===== src/core/spcf_pkg.sv =====
// Constants, register map and carrier types of the serial port control flags block.
// Assumes a 32-bit AXI4-Lite register bus and one core clock domain.
// Notes on behaviour
// - SPI enabled: clock, data out, data in, slave select pins come from the port.
// - Port enable clear: port off, every pin back to general-purpose I/O.
// - I2C enabled: port becomes the source of the data and clock pins.
// - SPI: byte completes with buffer unread sets overflow; new byte is dropped.
// - SPI master never sets overflow; only software clears the overflow flag.
// - I2C: byte arrives with previous unread sets overflow; meaningless when transmitting.
package spcf_pkg;

  // ==========================================================================
  // Register byte addresses
  localparam logic [7:0] SPCF_ADDR_CONTROL = 8'h00;
  localparam logic [7:0] SPCF_ADDR_STATUS  = 8'h04;
  localparam logic [7:0] SPCF_ADDR_MASK    = 8'h08;
  localparam logic [7:0] SPCF_ADDR_PINS    = 8'h0c;

  // ==========================================================================
  // Control register fields
  localparam int          SPCF_BIT_COLLISION = 7;
  localparam int          SPCF_BIT_ROV    = 6;
  localparam int          SPCF_BIT_EN     = 5;
  localparam int          SPCF_BIT_POLARITY  = 4;
  localparam logic [7:0]  SPCF_CONTROL_RST = 8'h00;
  localparam logic [3:0]  SPCF_MODE_I2C_LO = 4'h6;
  localparam logic [3:0]  SPCF_MODE_SLAVE_LO = 4'h4;

  // Interrupt status bits: 0 collision, 1 overflow, 2 byte complete
  localparam int          SPCF_NUM_EVENTS  = 3;
  localparam logic [2:0]  SPCF_IRQ_RST     = 3'h0;

  // AXI responses
  localparam logic [1:0]  SPCF_RESP_OKAY   = 2'h0;
  localparam logic [1:0]  SPCF_RESP_SLVERR = 2'h2;

  // Pin synchroniser stage count
  localparam int          SPCF_SYNC_STAGES = 2;

  typedef struct packed {
    logic sck;
    logic sdo;
    logic sdi;
    logic ss;
  } spcf_pins_type;

  typedef struct packed {
    logic byte_done;
    logic buf_write;
    logic busy;
  } spcf_events_type;

endpackage : spcf_pkg


===== src/core/spcf_ctrl.sv =====
// Serial port control register with port enable pin routing and error flags.
// Assumes the shift datapath reports buffer writes, byte completion and busy on aclk;
// serial pins arrive asynchronous and are synchronised here.
//
// Register access over AXI4-Lite and the register offsets were chosen for this implementation.
`timescale 1ns/1ps
module spcf_ctrl (
  input  wire logic                    aclk,
  input  wire logic                    aresetn,
  // AXI4-Lite slave
  input  wire logic [7:0]              s_axi_awaddr,
  input  wire logic                    s_axi_awvalid,
  output logic                         s_axi_awready,
  input  wire logic [31:0]             s_axi_wdata,
  input  wire logic [3:0]              s_axi_wstrb,
  input  wire logic                    s_axi_wvalid,
  output logic                         s_axi_wready,
  output logic [1:0]                   s_axi_bresp,
  output logic                         s_axi_bvalid,
  input  wire logic                    s_axi_bready,
  input  wire logic [7:0]              s_axi_araddr,
  input  wire logic                    s_axi_arvalid,
  output logic                         s_axi_arready,
  output logic [31:0]                  s_axi_rdata,
  output logic [1:0]                   s_axi_rresp,
  output logic                         s_axi_rvalid,
  input  wire logic                    s_axi_rready,
  // Datapath events
  input  wire spcf_pkg::spcf_events_type dp_events,
  input  wire logic                    buf_read,
  output logic                         byte_discard,
  output logic                         port_enabled,
  output logic [3:0]                   mode_select,
  output logic                         clock_polarity,
  // Serial function side and general I/O side
  input  wire spcf_pkg::spcf_pins_type port_out,
  input  wire spcf_pkg::spcf_pins_type gpio_out,
  input  wire spcf_pkg::spcf_pins_type gpio_oe,
  output spcf_pkg::spcf_pins_type      pin_out,
  output spcf_pkg::spcf_pins_type      pin_oe,
  input  wire spcf_pkg::spcf_pins_type pin_in,
  output spcf_pkg::spcf_pins_type      port_in,
  output logic                         sck_rise,
  output logic                         irq
);
  import spcf_pkg::*;

  // ==========================================================================
  // State; every register has its next value beside it
  logic [7:0]                 ctrl_reg;
  logic [7:0]                 ctrl_next;
  logic                       full_reg;
  logic                       full_next;
  logic [SPCF_NUM_EVENTS-1:0] stat_reg;
  logic [SPCF_NUM_EVENTS-1:0] stat_next;
  logic [SPCF_NUM_EVENTS-1:0] mask_reg;
  logic [SPCF_NUM_EVENTS-1:0] mask_next;
  logic                       sck_prev_reg;
  logic                       sck_prev_next;
  logic                       aw_hold_reg;
  logic                       aw_hold_next;
  logic                       w_hold_reg;
  logic                       w_hold_next;
  logic [7:0]                 awaddr_reg;
  logic [7:0]                 awaddr_next;
  logic [31:0]                wdata_reg;
  logic [31:0]                wdata_next;
  logic [3:0]                 wstrb_reg;
  logic [3:0]                 wstrb_next;
  logic                       bvalid_reg;
  logic                       bvalid_next;
  logic [1:0]                 bresp_reg;
  logic [1:0]                 bresp_next;
  logic                       rvalid_reg;
  logic                       rvalid_next;
  logic [31:0]                rdata_reg;
  logic [31:0]                rdata_next;
  logic [1:0]                 rresp_reg;
  logic [1:0]                 rresp_next;

  // Combinational helpers
  logic [3:0]                 pins_sync;
  logic                       is_i2c;
  logic                       is_slave;
  logic                       aw_take;
  logic                       w_take;
  logic                       do_write;
  logic                       collision;
  logic                       overflow;

  // ==========================================================================
  // Pin synchronisers; the port sees only synchronised levels
  spcf_sync #(.WIDTH(4)) u_sync (
    .aclk     (aclk),
    .aresetn  (aresetn),
    .async_in (pin_in),
    .sync_out (pins_sync)
  );

  // Mode decode: codes from six up are I2C, four and five SPI slave, the rest SPI master
  assign is_i2c   = (ctrl_reg[3:0] >= SPCF_MODE_I2C_LO);
  assign is_slave = !is_i2c && (ctrl_reg[3:0] >= SPCF_MODE_SLAVE_LO);

  // ==========================================================================
  // Pin routing: enable hands pins to the port, otherwise back to general I/O.
  // Directions stay under the general I/O enables either way, since enabling
  // the port does not set them.
  always_comb begin
    port_in = pins_sync;
    pin_oe  = gpio_oe;
    if (ctrl_reg[SPCF_BIT_EN]) begin
      pin_out = port_out;
    end else begin
      pin_out = gpio_out;
    end
  end

  // Link clock edge from the synchronised serial clock
  assign sck_prev_next = port_in.sck;
  assign sck_rise      = port_in.sck && !sck_prev_reg;

  // ==========================================================================
  // Flag events. A buffer write while busy cannot start a transfer.
  // Both events are ignored while the port is off, so stale datapath pulses set nothing.
  assign collision = ctrl_reg[SPCF_BIT_EN] && dp_events.buf_write && dp_events.busy;
  // Master SPI never overflows: each transfer is started by a buffer write.
  assign overflow  = ctrl_reg[SPCF_BIT_EN] && dp_events.byte_done && full_reg
                     && (is_slave || is_i2c);
  assign byte_discard = overflow;

  // Receive buffer occupancy, cleared by a read of the buffer.
  // A read and a new byte in one cycle still count as overflow: the buffer was
  // full when the byte landed.
  always_comb begin
    full_next = full_reg;
    if (buf_read) full_next = 1'b0;
    if (dp_events.byte_done && !overflow) full_next = 1'b1;
    if (!ctrl_reg[SPCF_BIT_EN]) full_next = 1'b0;
  end

  // ==========================================================================
  // AXI write path: address and data taken in either order, response after both
  // Writes to the read-only pin view or with the low byte lane off change nothing
  assign s_axi_awready = !aw_hold_reg && !bvalid_reg;
  assign s_axi_wready  = !w_hold_reg && !bvalid_reg;
  // Write fires once both halves are in hand, counting one taken at this very
  // edge; built from the handshakes alone so that the holding logic below has
  // no loop through it
  assign aw_take       = s_axi_awvalid && s_axi_awready;
  assign w_take        = s_axi_wvalid && s_axi_wready;
  assign do_write      = (aw_hold_reg || aw_take) && (w_hold_reg || w_take) && !bvalid_reg;

  always_comb begin
    aw_hold_next = aw_hold_reg;
    w_hold_next  = w_hold_reg;
    awaddr_next  = awaddr_reg;
    wdata_next   = wdata_reg;
    wstrb_next   = wstrb_reg;
    bvalid_next  = bvalid_reg;
    bresp_next   = bresp_reg;
    if (s_axi_awvalid && s_axi_awready) begin
      aw_hold_next = 1'b1;
      awaddr_next  = s_axi_awaddr;
    end
    if (s_axi_wvalid && s_axi_wready) begin
      w_hold_next = 1'b1;
      wdata_next  = s_axi_wdata;
      wstrb_next  = s_axi_wstrb;
    end
    if (do_write) begin
      aw_hold_next = 1'b0;
      w_hold_next  = 1'b0;
      bvalid_next  = 1'b1;
      bresp_next   = (awaddr_next == SPCF_ADDR_CONTROL || awaddr_next == SPCF_ADDR_STATUS ||
                      awaddr_next == SPCF_ADDR_MASK || awaddr_next == SPCF_ADDR_PINS)
                     ? SPCF_RESP_OKAY : SPCF_RESP_SLVERR;
    end else if (bvalid_reg && s_axi_bready) begin
      bvalid_next = 1'b0;
    end
  end

  // ==========================================================================
  // Registers written by software; hardware sets win over software clears
  always_comb begin
    ctrl_next = ctrl_reg;
    mask_next = mask_reg;
    stat_next = stat_reg;
    if (do_write && wstrb_next[0]) begin
      unique case (awaddr_next)
        SPCF_ADDR_CONTROL: ctrl_next = wdata_next[7:0];   // Flags clear only by software
        SPCF_ADDR_STATUS:  stat_next = stat_reg & ~wdata_next[SPCF_NUM_EVENTS-1:0];
        SPCF_ADDR_MASK:    mask_next = wdata_next[SPCF_NUM_EVENTS-1:0];
        default: ;
      endcase
    end
    if (collision) begin
      ctrl_next[SPCF_BIT_COLLISION] = 1'b1;
      stat_next[0]             = 1'b1;
    end
    if (overflow) begin
      ctrl_next[SPCF_BIT_ROV] = 1'b1;
      stat_next[1]            = 1'b1;
    end
    // Byte complete is reported in every mode, even when the byte is dropped
    if (ctrl_reg[SPCF_BIT_EN] && dp_events.byte_done) stat_next[2] = 1'b1;
  end

  // Level interrupt: stays high until software clears the status bit or masks it
  assign irq = |(stat_reg & mask_reg);

  // ==========================================================================
  // AXI read path, one word per read
  // A new address is refused while the previous answer waits, so rdata cannot change under it
  assign s_axi_arready = !rvalid_reg;
  always_comb begin
    rvalid_next = rvalid_reg;
    rdata_next  = rdata_reg;
    rresp_next  = rresp_reg;
    if (s_axi_arvalid && s_axi_arready) begin
      rvalid_next = 1'b1;
      rresp_next  = SPCF_RESP_OKAY;
      unique case (s_axi_araddr)
        SPCF_ADDR_CONTROL: rdata_next = {24'h000000, ctrl_reg};
        SPCF_ADDR_STATUS:  rdata_next = {29'h00000000, stat_reg};
        SPCF_ADDR_MASK:    rdata_next = {29'h00000000, mask_reg};
        SPCF_ADDR_PINS:    rdata_next = {27'h0000000, full_reg, port_in};
        default: begin
          rdata_next = 32'h00000000;
          rresp_next = SPCF_RESP_SLVERR;
        end
      endcase
    end else if (rvalid_reg && s_axi_rready) begin
      rvalid_next = 1'b0;
    end
  end

  // ==========================================================================
  // Register stages, one per group of state
  // Software registers; reset leaves the port off and both flags clear
  always_ff @(posedge aclk) begin
    if (!aresetn) begin
      ctrl_reg <= SPCF_CONTROL_RST;
      stat_reg <= SPCF_IRQ_RST;
      mask_reg <= SPCF_IRQ_RST;
    end else begin
      ctrl_reg <= ctrl_next;
      stat_reg <= stat_next;
      mask_reg <= mask_next;
    end
  end

  // Receive occupancy and link clock history; the history resets to the idle
  // low level of the clock pin so that no false edge follows reset
  always_ff @(posedge aclk) begin
    if (!aresetn) begin
      full_reg     <= 1'b0;
      sck_prev_reg <= 1'b0;
    end else begin
      full_reg     <= full_next;
      sck_prev_reg <= sck_prev_next;
    end
  end

  // Write channel holding registers and response
  always_ff @(posedge aclk) begin
    if (!aresetn) begin
      aw_hold_reg <= 1'b0;
      w_hold_reg  <= 1'b0;
      awaddr_reg  <= 8'h00;
      wdata_reg   <= 32'h00000000;
      wstrb_reg   <= 4'h0;
      bvalid_reg  <= 1'b0;
      bresp_reg   <= SPCF_RESP_OKAY;
    end else begin
      aw_hold_reg <= aw_hold_next;
      w_hold_reg  <= w_hold_next;
      awaddr_reg  <= awaddr_next;
      wdata_reg   <= wdata_next;
      wstrb_reg   <= wstrb_next;
      bvalid_reg  <= bvalid_next;
      bresp_reg   <= bresp_next;
    end
  end

  // Read response
  always_ff @(posedge aclk) begin
    if (!aresetn) begin
      rvalid_reg <= 1'b0;
      rdata_reg  <= 32'h00000000;
      rresp_reg  <= SPCF_RESP_OKAY;
    end else begin
      rvalid_reg <= rvalid_next;
      rdata_reg  <= rdata_next;
      rresp_reg  <= rresp_next;
    end
  end

  assign s_axi_bvalid   = bvalid_reg;
  assign s_axi_bresp    = bresp_reg;
  assign s_axi_rvalid   = rvalid_reg;
  assign s_axi_rdata    = rdata_reg;
  assign s_axi_rresp    = rresp_reg;
  assign port_enabled   = ctrl_reg[SPCF_BIT_EN];
  assign mode_select    = ctrl_reg[3:0];
  assign clock_polarity = ctrl_reg[SPCF_BIT_POLARITY];

endmodule : spcf_ctrl


===== src/core/spcf_sync.sv =====
// Two-stage synchroniser vector for inputs from outside the core clock domain.
// Assumes a synchronous active-low reset.
`timescale 1ns/1ps
module spcf_sync #(
  parameter int WIDTH = 4
) (
  input  wire logic             aclk,
  input  wire logic             aresetn,
  input  wire logic [WIDTH-1:0] async_in,
  output logic      [WIDTH-1:0] sync_out
);
  import spcf_pkg::*;

  // ==========================================================================
  // Stage registers
  logic [WIDTH-1:0] meta_reg;
  logic [WIDTH-1:0] meta_next;
  logic [WIDTH-1:0] sync_reg;
  logic [WIDTH-1:0] sync_next;

  // Elaboration check: a zero-width synchroniser has nothing to carry
  if (WIDTH < 1) begin : g_width_check
    $error("spcf_sync: WIDTH must be at least 1");
  end

  // First stage is read only by the second
  always_comb begin
    meta_next = async_in;
    sync_next = meta_reg;
  end

  always_ff @(posedge aclk) begin
    if (!aresetn) begin
      meta_reg <= '0;
      sync_reg <= '0;
    end else begin
      meta_reg <= meta_next;
      sync_reg <= sync_next;
    end
  end

  assign sync_out = sync_reg;

endmodule : spcf_sync


===== config.mk =====
export PLATFORM = sky130hd
export DESIGN_NAME = spcf_ctrl
export DESIGN_NICKNAME = d
export VERILOG_FILES = /design/src/core/spcf_pkg.sv /design/src/core/spcf_ctrl.sv /design/src/core/spcf_sync.sv
export SDC_FILE = /design/constraint.sdc
export NUM_CORES = 1
export LEC_CHECK = 0
export BUFFER_PORTS_ARGS = -buffer_cell sky130_fd_sc_hd__buf_2
export CAP_MARGIN = 20
export CORE_MARGIN = 2
export CORE_UTILIZATION = 48
export DETAILED_ROUTE_END_ITERATION = 8
export HOLD_SLACK_MARGIN = 0.06
export PLACE_DENSITY = 0.88
export SYNTH_ARGS = -nofsm -noshare
export SYNTH_HDL_FRONTEND = slang
export SYNTH_SLANG_ARGS = --single-unit

===== constraint.sdc =====
create_clock -name aclk -period 3.5 [get_ports aclk]
set_input_delay 0.7 -clock aclk [delete_from_list [all_inputs] [get_ports aclk]]
set_output_delay 0.7 -clock aclk [all_outputs]
set_load 0.01 [all_outputs]

# After elaboration in Yosys (flattened, before gate mapping)
# Index checks and enable logic that the tools add are counted.
[classes]
reduce_logical = 55
order_cmp = 2
n_bitwise = 4
n_eq_ne = 6
muxes = 22
[ops]
columns = ["operator", "count"]
rows = [
  ["$eq A8 B4 Y1 const B", 4],
  ["$mux W8", 4],
  ["$pmux W8 S4", 1],
  ["$reduce_bool A2 Y1", 11],
  ["$logic_and A1 B1 Y1", 18],
  ["$eq A8 B3 Y1 const B", 2],
  ["$logic_not A8 Y1", 2],
  ["$reduce_and A2 Y1", 8],
  ["$mux W1", 12],
  ["$ge A4 B3 Y1 const B", 2],
  ["$logic_not A1 Y1", 7],
  ["$and A3 B3 Y3", 2],
  ["$logic_or A1 B1 Y1", 6],
  ["$mux W3", 2],
  ["$mux W2", 2],
  ["$mux W4", 1],
  ["$reduce_or A4 Y1", 1],
  ["$not A3 Y3", 1],
  ["$reduce_or A3 Y1", 1],
  ["$reduce_or A2 Y1", 1],
  ["$not A1 Y1", 1],
]
[totals]
inputBits = 79
reg_bits = 81
out_inout_bits = 62

# Depth between registers and ports, before layout
[depth]
depth_word = 9
ltp_mapped = 7

# Hierarchy
# A second synthesis with hierarchy kept.
[unflattened]
hier_cells = 281
area_unflattened_um2 = 2518.7
[by_module_without_submodules]
columns = ["mod", "cells_each", "area_per_inst_um2", "instances"]
rows = [
  ["spcf_ctrl", 265, 2308.5, 1],
  ["spcf_sync", 16, 210.2, 1],
]

# Worst setup path before layout
# OpenSTA, ideal clock, no wires.
[synth_timing]
path_kind = "input -> register"
from = "input s_axi_awvalid"
to = "register ctrl_reg[4]"
setup_ns = 0.084
stages = 6
path_buffers = 1
path_slack_ns = 1.644
t_arrival_ns = 1.771
cell_sequence = "nor3b_2 > mux2_2 > o211ai_2 > buf_6 > nand3_1 > o31ai_2"
[synth_between]
elab_chain_len = 6
elab_cells_between_ends = 8
classes_between = "mux: 1; reduce/logical: 7"
[synth_rtl]
columns = ["item", "line", "rtl"]
rows = [
  ["start, declared", "spcf_ctrl.sv:12", "input wire logic s_axi_awvalid,"],
  ["$logic_and A1 B1 Y1 (*)", "spcf_ctrl.sv:149, spcf_ctrl.sv:161", ""],
  ["parallel branches: the longest is 4 deep, another holds $mux W8", "-", ""],
  ["$reduce_and A2 Y1 (no source line) (*)", "-", ""],
  ["end signal, assigned", "spcf_ctrl.sv:246", "ctrl_reg <= ctrl_next;"],
  ["end, declared", "spcf_ctrl.sv:50", "logic [7:0] ctrl_reg;"],
]
# Mark *: on every way between the ends.
# A chain may end at the register's enable or synchronous reset.

# Worst setup path in the final report
[layout_timing]
from = "register ctrl_reg[5]"
to = "output byte_discard"
[layout_between]
elab_chain_len = 3
[layout_rtl]
columns = ["item", "line", "rtl"]
rows = [
  ["$logic_and A1 B1 Y1 (2 in a row)", "spcf_ctrl.sv:127", "assign overflow = ctrl_reg[SPCF_BIT_EN] && dp_events.byte_done && full_reg"],
  ["$logic_and A1 B1 Y1", "spcf_ctrl.sv:128", "&& (is_slave || is_i2c);"],
  ["end, declared", "spcf_ctrl.sv:31", "output logic byte_discard,"],
]
# Every way passes these cells.

==> run summary <==
Final period util = 0.630
Syn. warnings = 0
Overall power = 1290 uW
Slew Viols, Final = 0
Largest area contributor in the netlist = dfxtp_1
CTS Root Cell = clkbuf_8
Max FO, Critical Path = 13
Die Wd = 76.6 microns
Max Root-Sink Buffers = 2
Commonest cells post-synth = 55 x dfxtp_1, 34 x buf_4, 32 x nand2_1, 27 x nor2_1, 20 x a21oi_1
Number of port buffers = 79
Later-pin clock latency in the skew report = 310 ps
Top sig layer = met4
Vias/cell = 5.01
Postcts setup bufs = 0
Initial drt markers = 126
CTS tree = done
Wire length per cell = 13.1 microns
Sink Count = 55
Initial antenna violation count = 0
Max H-tree Level = 2
Final hold violation count = 0
Placed cells = 411
Top-count cell post-synth = dfxtp_1
Total CTS buffers = 5
Die area = 0.00587 sq mm
Hold-fix buffers, CTS = 0
Synth Register Bits = 55
Vias = 2101
Antenna diode count = 0
Met3 Routed Length = 406 microns
Layout Nets = 427
Area Overhead vs Synth = 15.6%
Worst path arrival time = 1500 ps
Slew margin rel. = 0.380
Drt pass-1 iters = 4
Outcome = completed
Critical path class = flop to output port
Met1 wire length = 2.23 mm
Max VDD drop = 213 uV
Nature of the critical path endpoint = output port
FFs w/ async S/R, synth = 0
Worst Skew = 4.96 ps
# rows = 26
Synth Flop Type = dfxtp_1
Total grt overflow = 0
Sequential fraction of the synthesis area = 0.435
Met2 WL = 2.77 mm
Vias in the first global route = 2010
All-Layer GR Usage = 0.191
Fmax = 0.454 GHz
Final ANT Viol Nets = 0
EDFF count, synth = 0
GP Congestion = 0.818
# DRC = 0
Syn_area_per_cell = 8.98 sq um
Final setup TNS = 0 ps
Top Ports = 141
Mapped cell area = 0.00253 sq mm
Startpoint Class = flop
Synth Instances = 282
Final Critical Period = 2200 ps
Final WL = 5.48 mm
Register Area = 0.00110 sq mm
First-pass GRT wire length = 9.00 mm
Core area = 0.00511 sq mm
Power Dens Cells = 440 mW/mm^2
Unrepaired setup endpoints after global routing = false
Hold WC Path Type = flop to flop
Post-CTS Resized = 0
Largest net degree at the start of global routing = 32
Endpoints failing setup = 0
Starting Density = 0.496
Worst Tran Pin Value = 929 ps
Number of max-cap violations = 0
Multi-input gate area in the final layout = 0.00118 sq mm
Reg clk slew, reported paths = 100 ps
Die height = 76.6 microns
Cell leakage power = 0.00136 uW
Area share of the largest cell type after synthesis = 0.435
HPWL Detailed = 4.12 mm
Filler cells = 449
Synth unique cells = 43
Layout Cells excl Fill = 419
Share of cells above drive strength 1 = 0.309
CP required = 2800 ps
Top cells by area, synth = dfxtp_1 43%, buf_4 10%, nand2_1 4.7%
==> final cells by class <==
cell class | instances | area share
Clock inverter | 3 | 0.0162
Tap cell | 70 | 0.0299
Sequential cell | 55 | 0.376
Inverter | 9 | 0.0115
Multi-Input combinational cell | 196 | 0.402
Clock buffer | 5 | 0.0235
Timing Repair Buffer | 81 | 0.140
==> through the flow <==
step	utilization	hold WS (ps)	setup WS (ps)	area, sq um
3_5_place_dp	0.550	424	1150	2810
2_1_floorplan	-	412	1640	2630
4_1_cts	0.573	448	1290	2930
6_report	0.573	445	1300	2930
3_3_place_gp	0.550	415	1270	2810
5_1_grt	0.573	469	1170	2930
==> critical path, cell delays in order, from the launching register on <==
cell	delay [ps]
dfxtp_1	630
o2111ai_1	250
inv_1	150
buf_2	160
==> per-layer routing <==
layer / vias to the layer above / GRT usage
met5: - / 0
met2: 83 / 0.343
li1: 1042 / -
met4: 0 / 0.0600
met1: 969 / 0.218
met3: 7 / 0.0521
==> placed cells by master, fill, tap and decap left out, types with 3 or more instances in the layout <==
master / n
a21oi_1: 20
a22oi_1: 3
a31oi_1: 3
and2_1: 9
and3_1: 3
buf_2: 79
clkbuf_8: 5
conb_1: 26
dfxtp_1: 55
inv_1: 9
mux2_2: 9
mux2i_1: 9
mux4_2: 3
nand2_1: 32
nand2b_1: 4
nand3_1: 9
nand3b_1: 3
nor2_1: 27
nor3b_1: 3
nor4_1: 4
o21ai_1: 3
==> path summary, 6_finish.rpt <==
path                                       from  cells past startpoint  slack, ps                             to
setup / recovery       ctrl_reg[5]$_SDFFE_PN0P_                      3       1300                   byte_discard
hold / removal    u_sync.meta_reg[1]$_SDFF_PN0_                      1        440  u_sync.sync_out[1]$_SDFF_PN0_
hold reg to reg   u_sync.meta_reg[1]$_SDFF_PN0_                      1        440  u_sync.sync_out[1]$_SDFF_PN0_
setup reg to reg       awaddr_reg[1]$_SDFF_PN0_                      5       1480       ctrl_reg[6]$_SDFFE_PN0P_
==> report_power, final <==
group / leakage (uW) / internal, uW / total [uW] / switching, uW
Sequential: 0.000449 / 653 / 672 / 18.7
Clock: 0.0000587 / 217 / 433 / 216
Combinational: 0.000851 / 78.5 / 183 / 105
Total: 0.00136 / 949 / 1290 / 339
==> logic make-up after synthesis <==
| group | count (synthesis) | share of synthesized area |
|---|---|---|
| simple gates | 103 | 0.207 |
| buf+inv | 56 | 0.137 |
| flops | 55 | 0.435 |
| compound gates | 46 | 0.118 |
| mux | 21 | 0.102 |
| other cells | 1 | 0.00148 |
No activity file was read; power rests on OpenSTA's default activity.
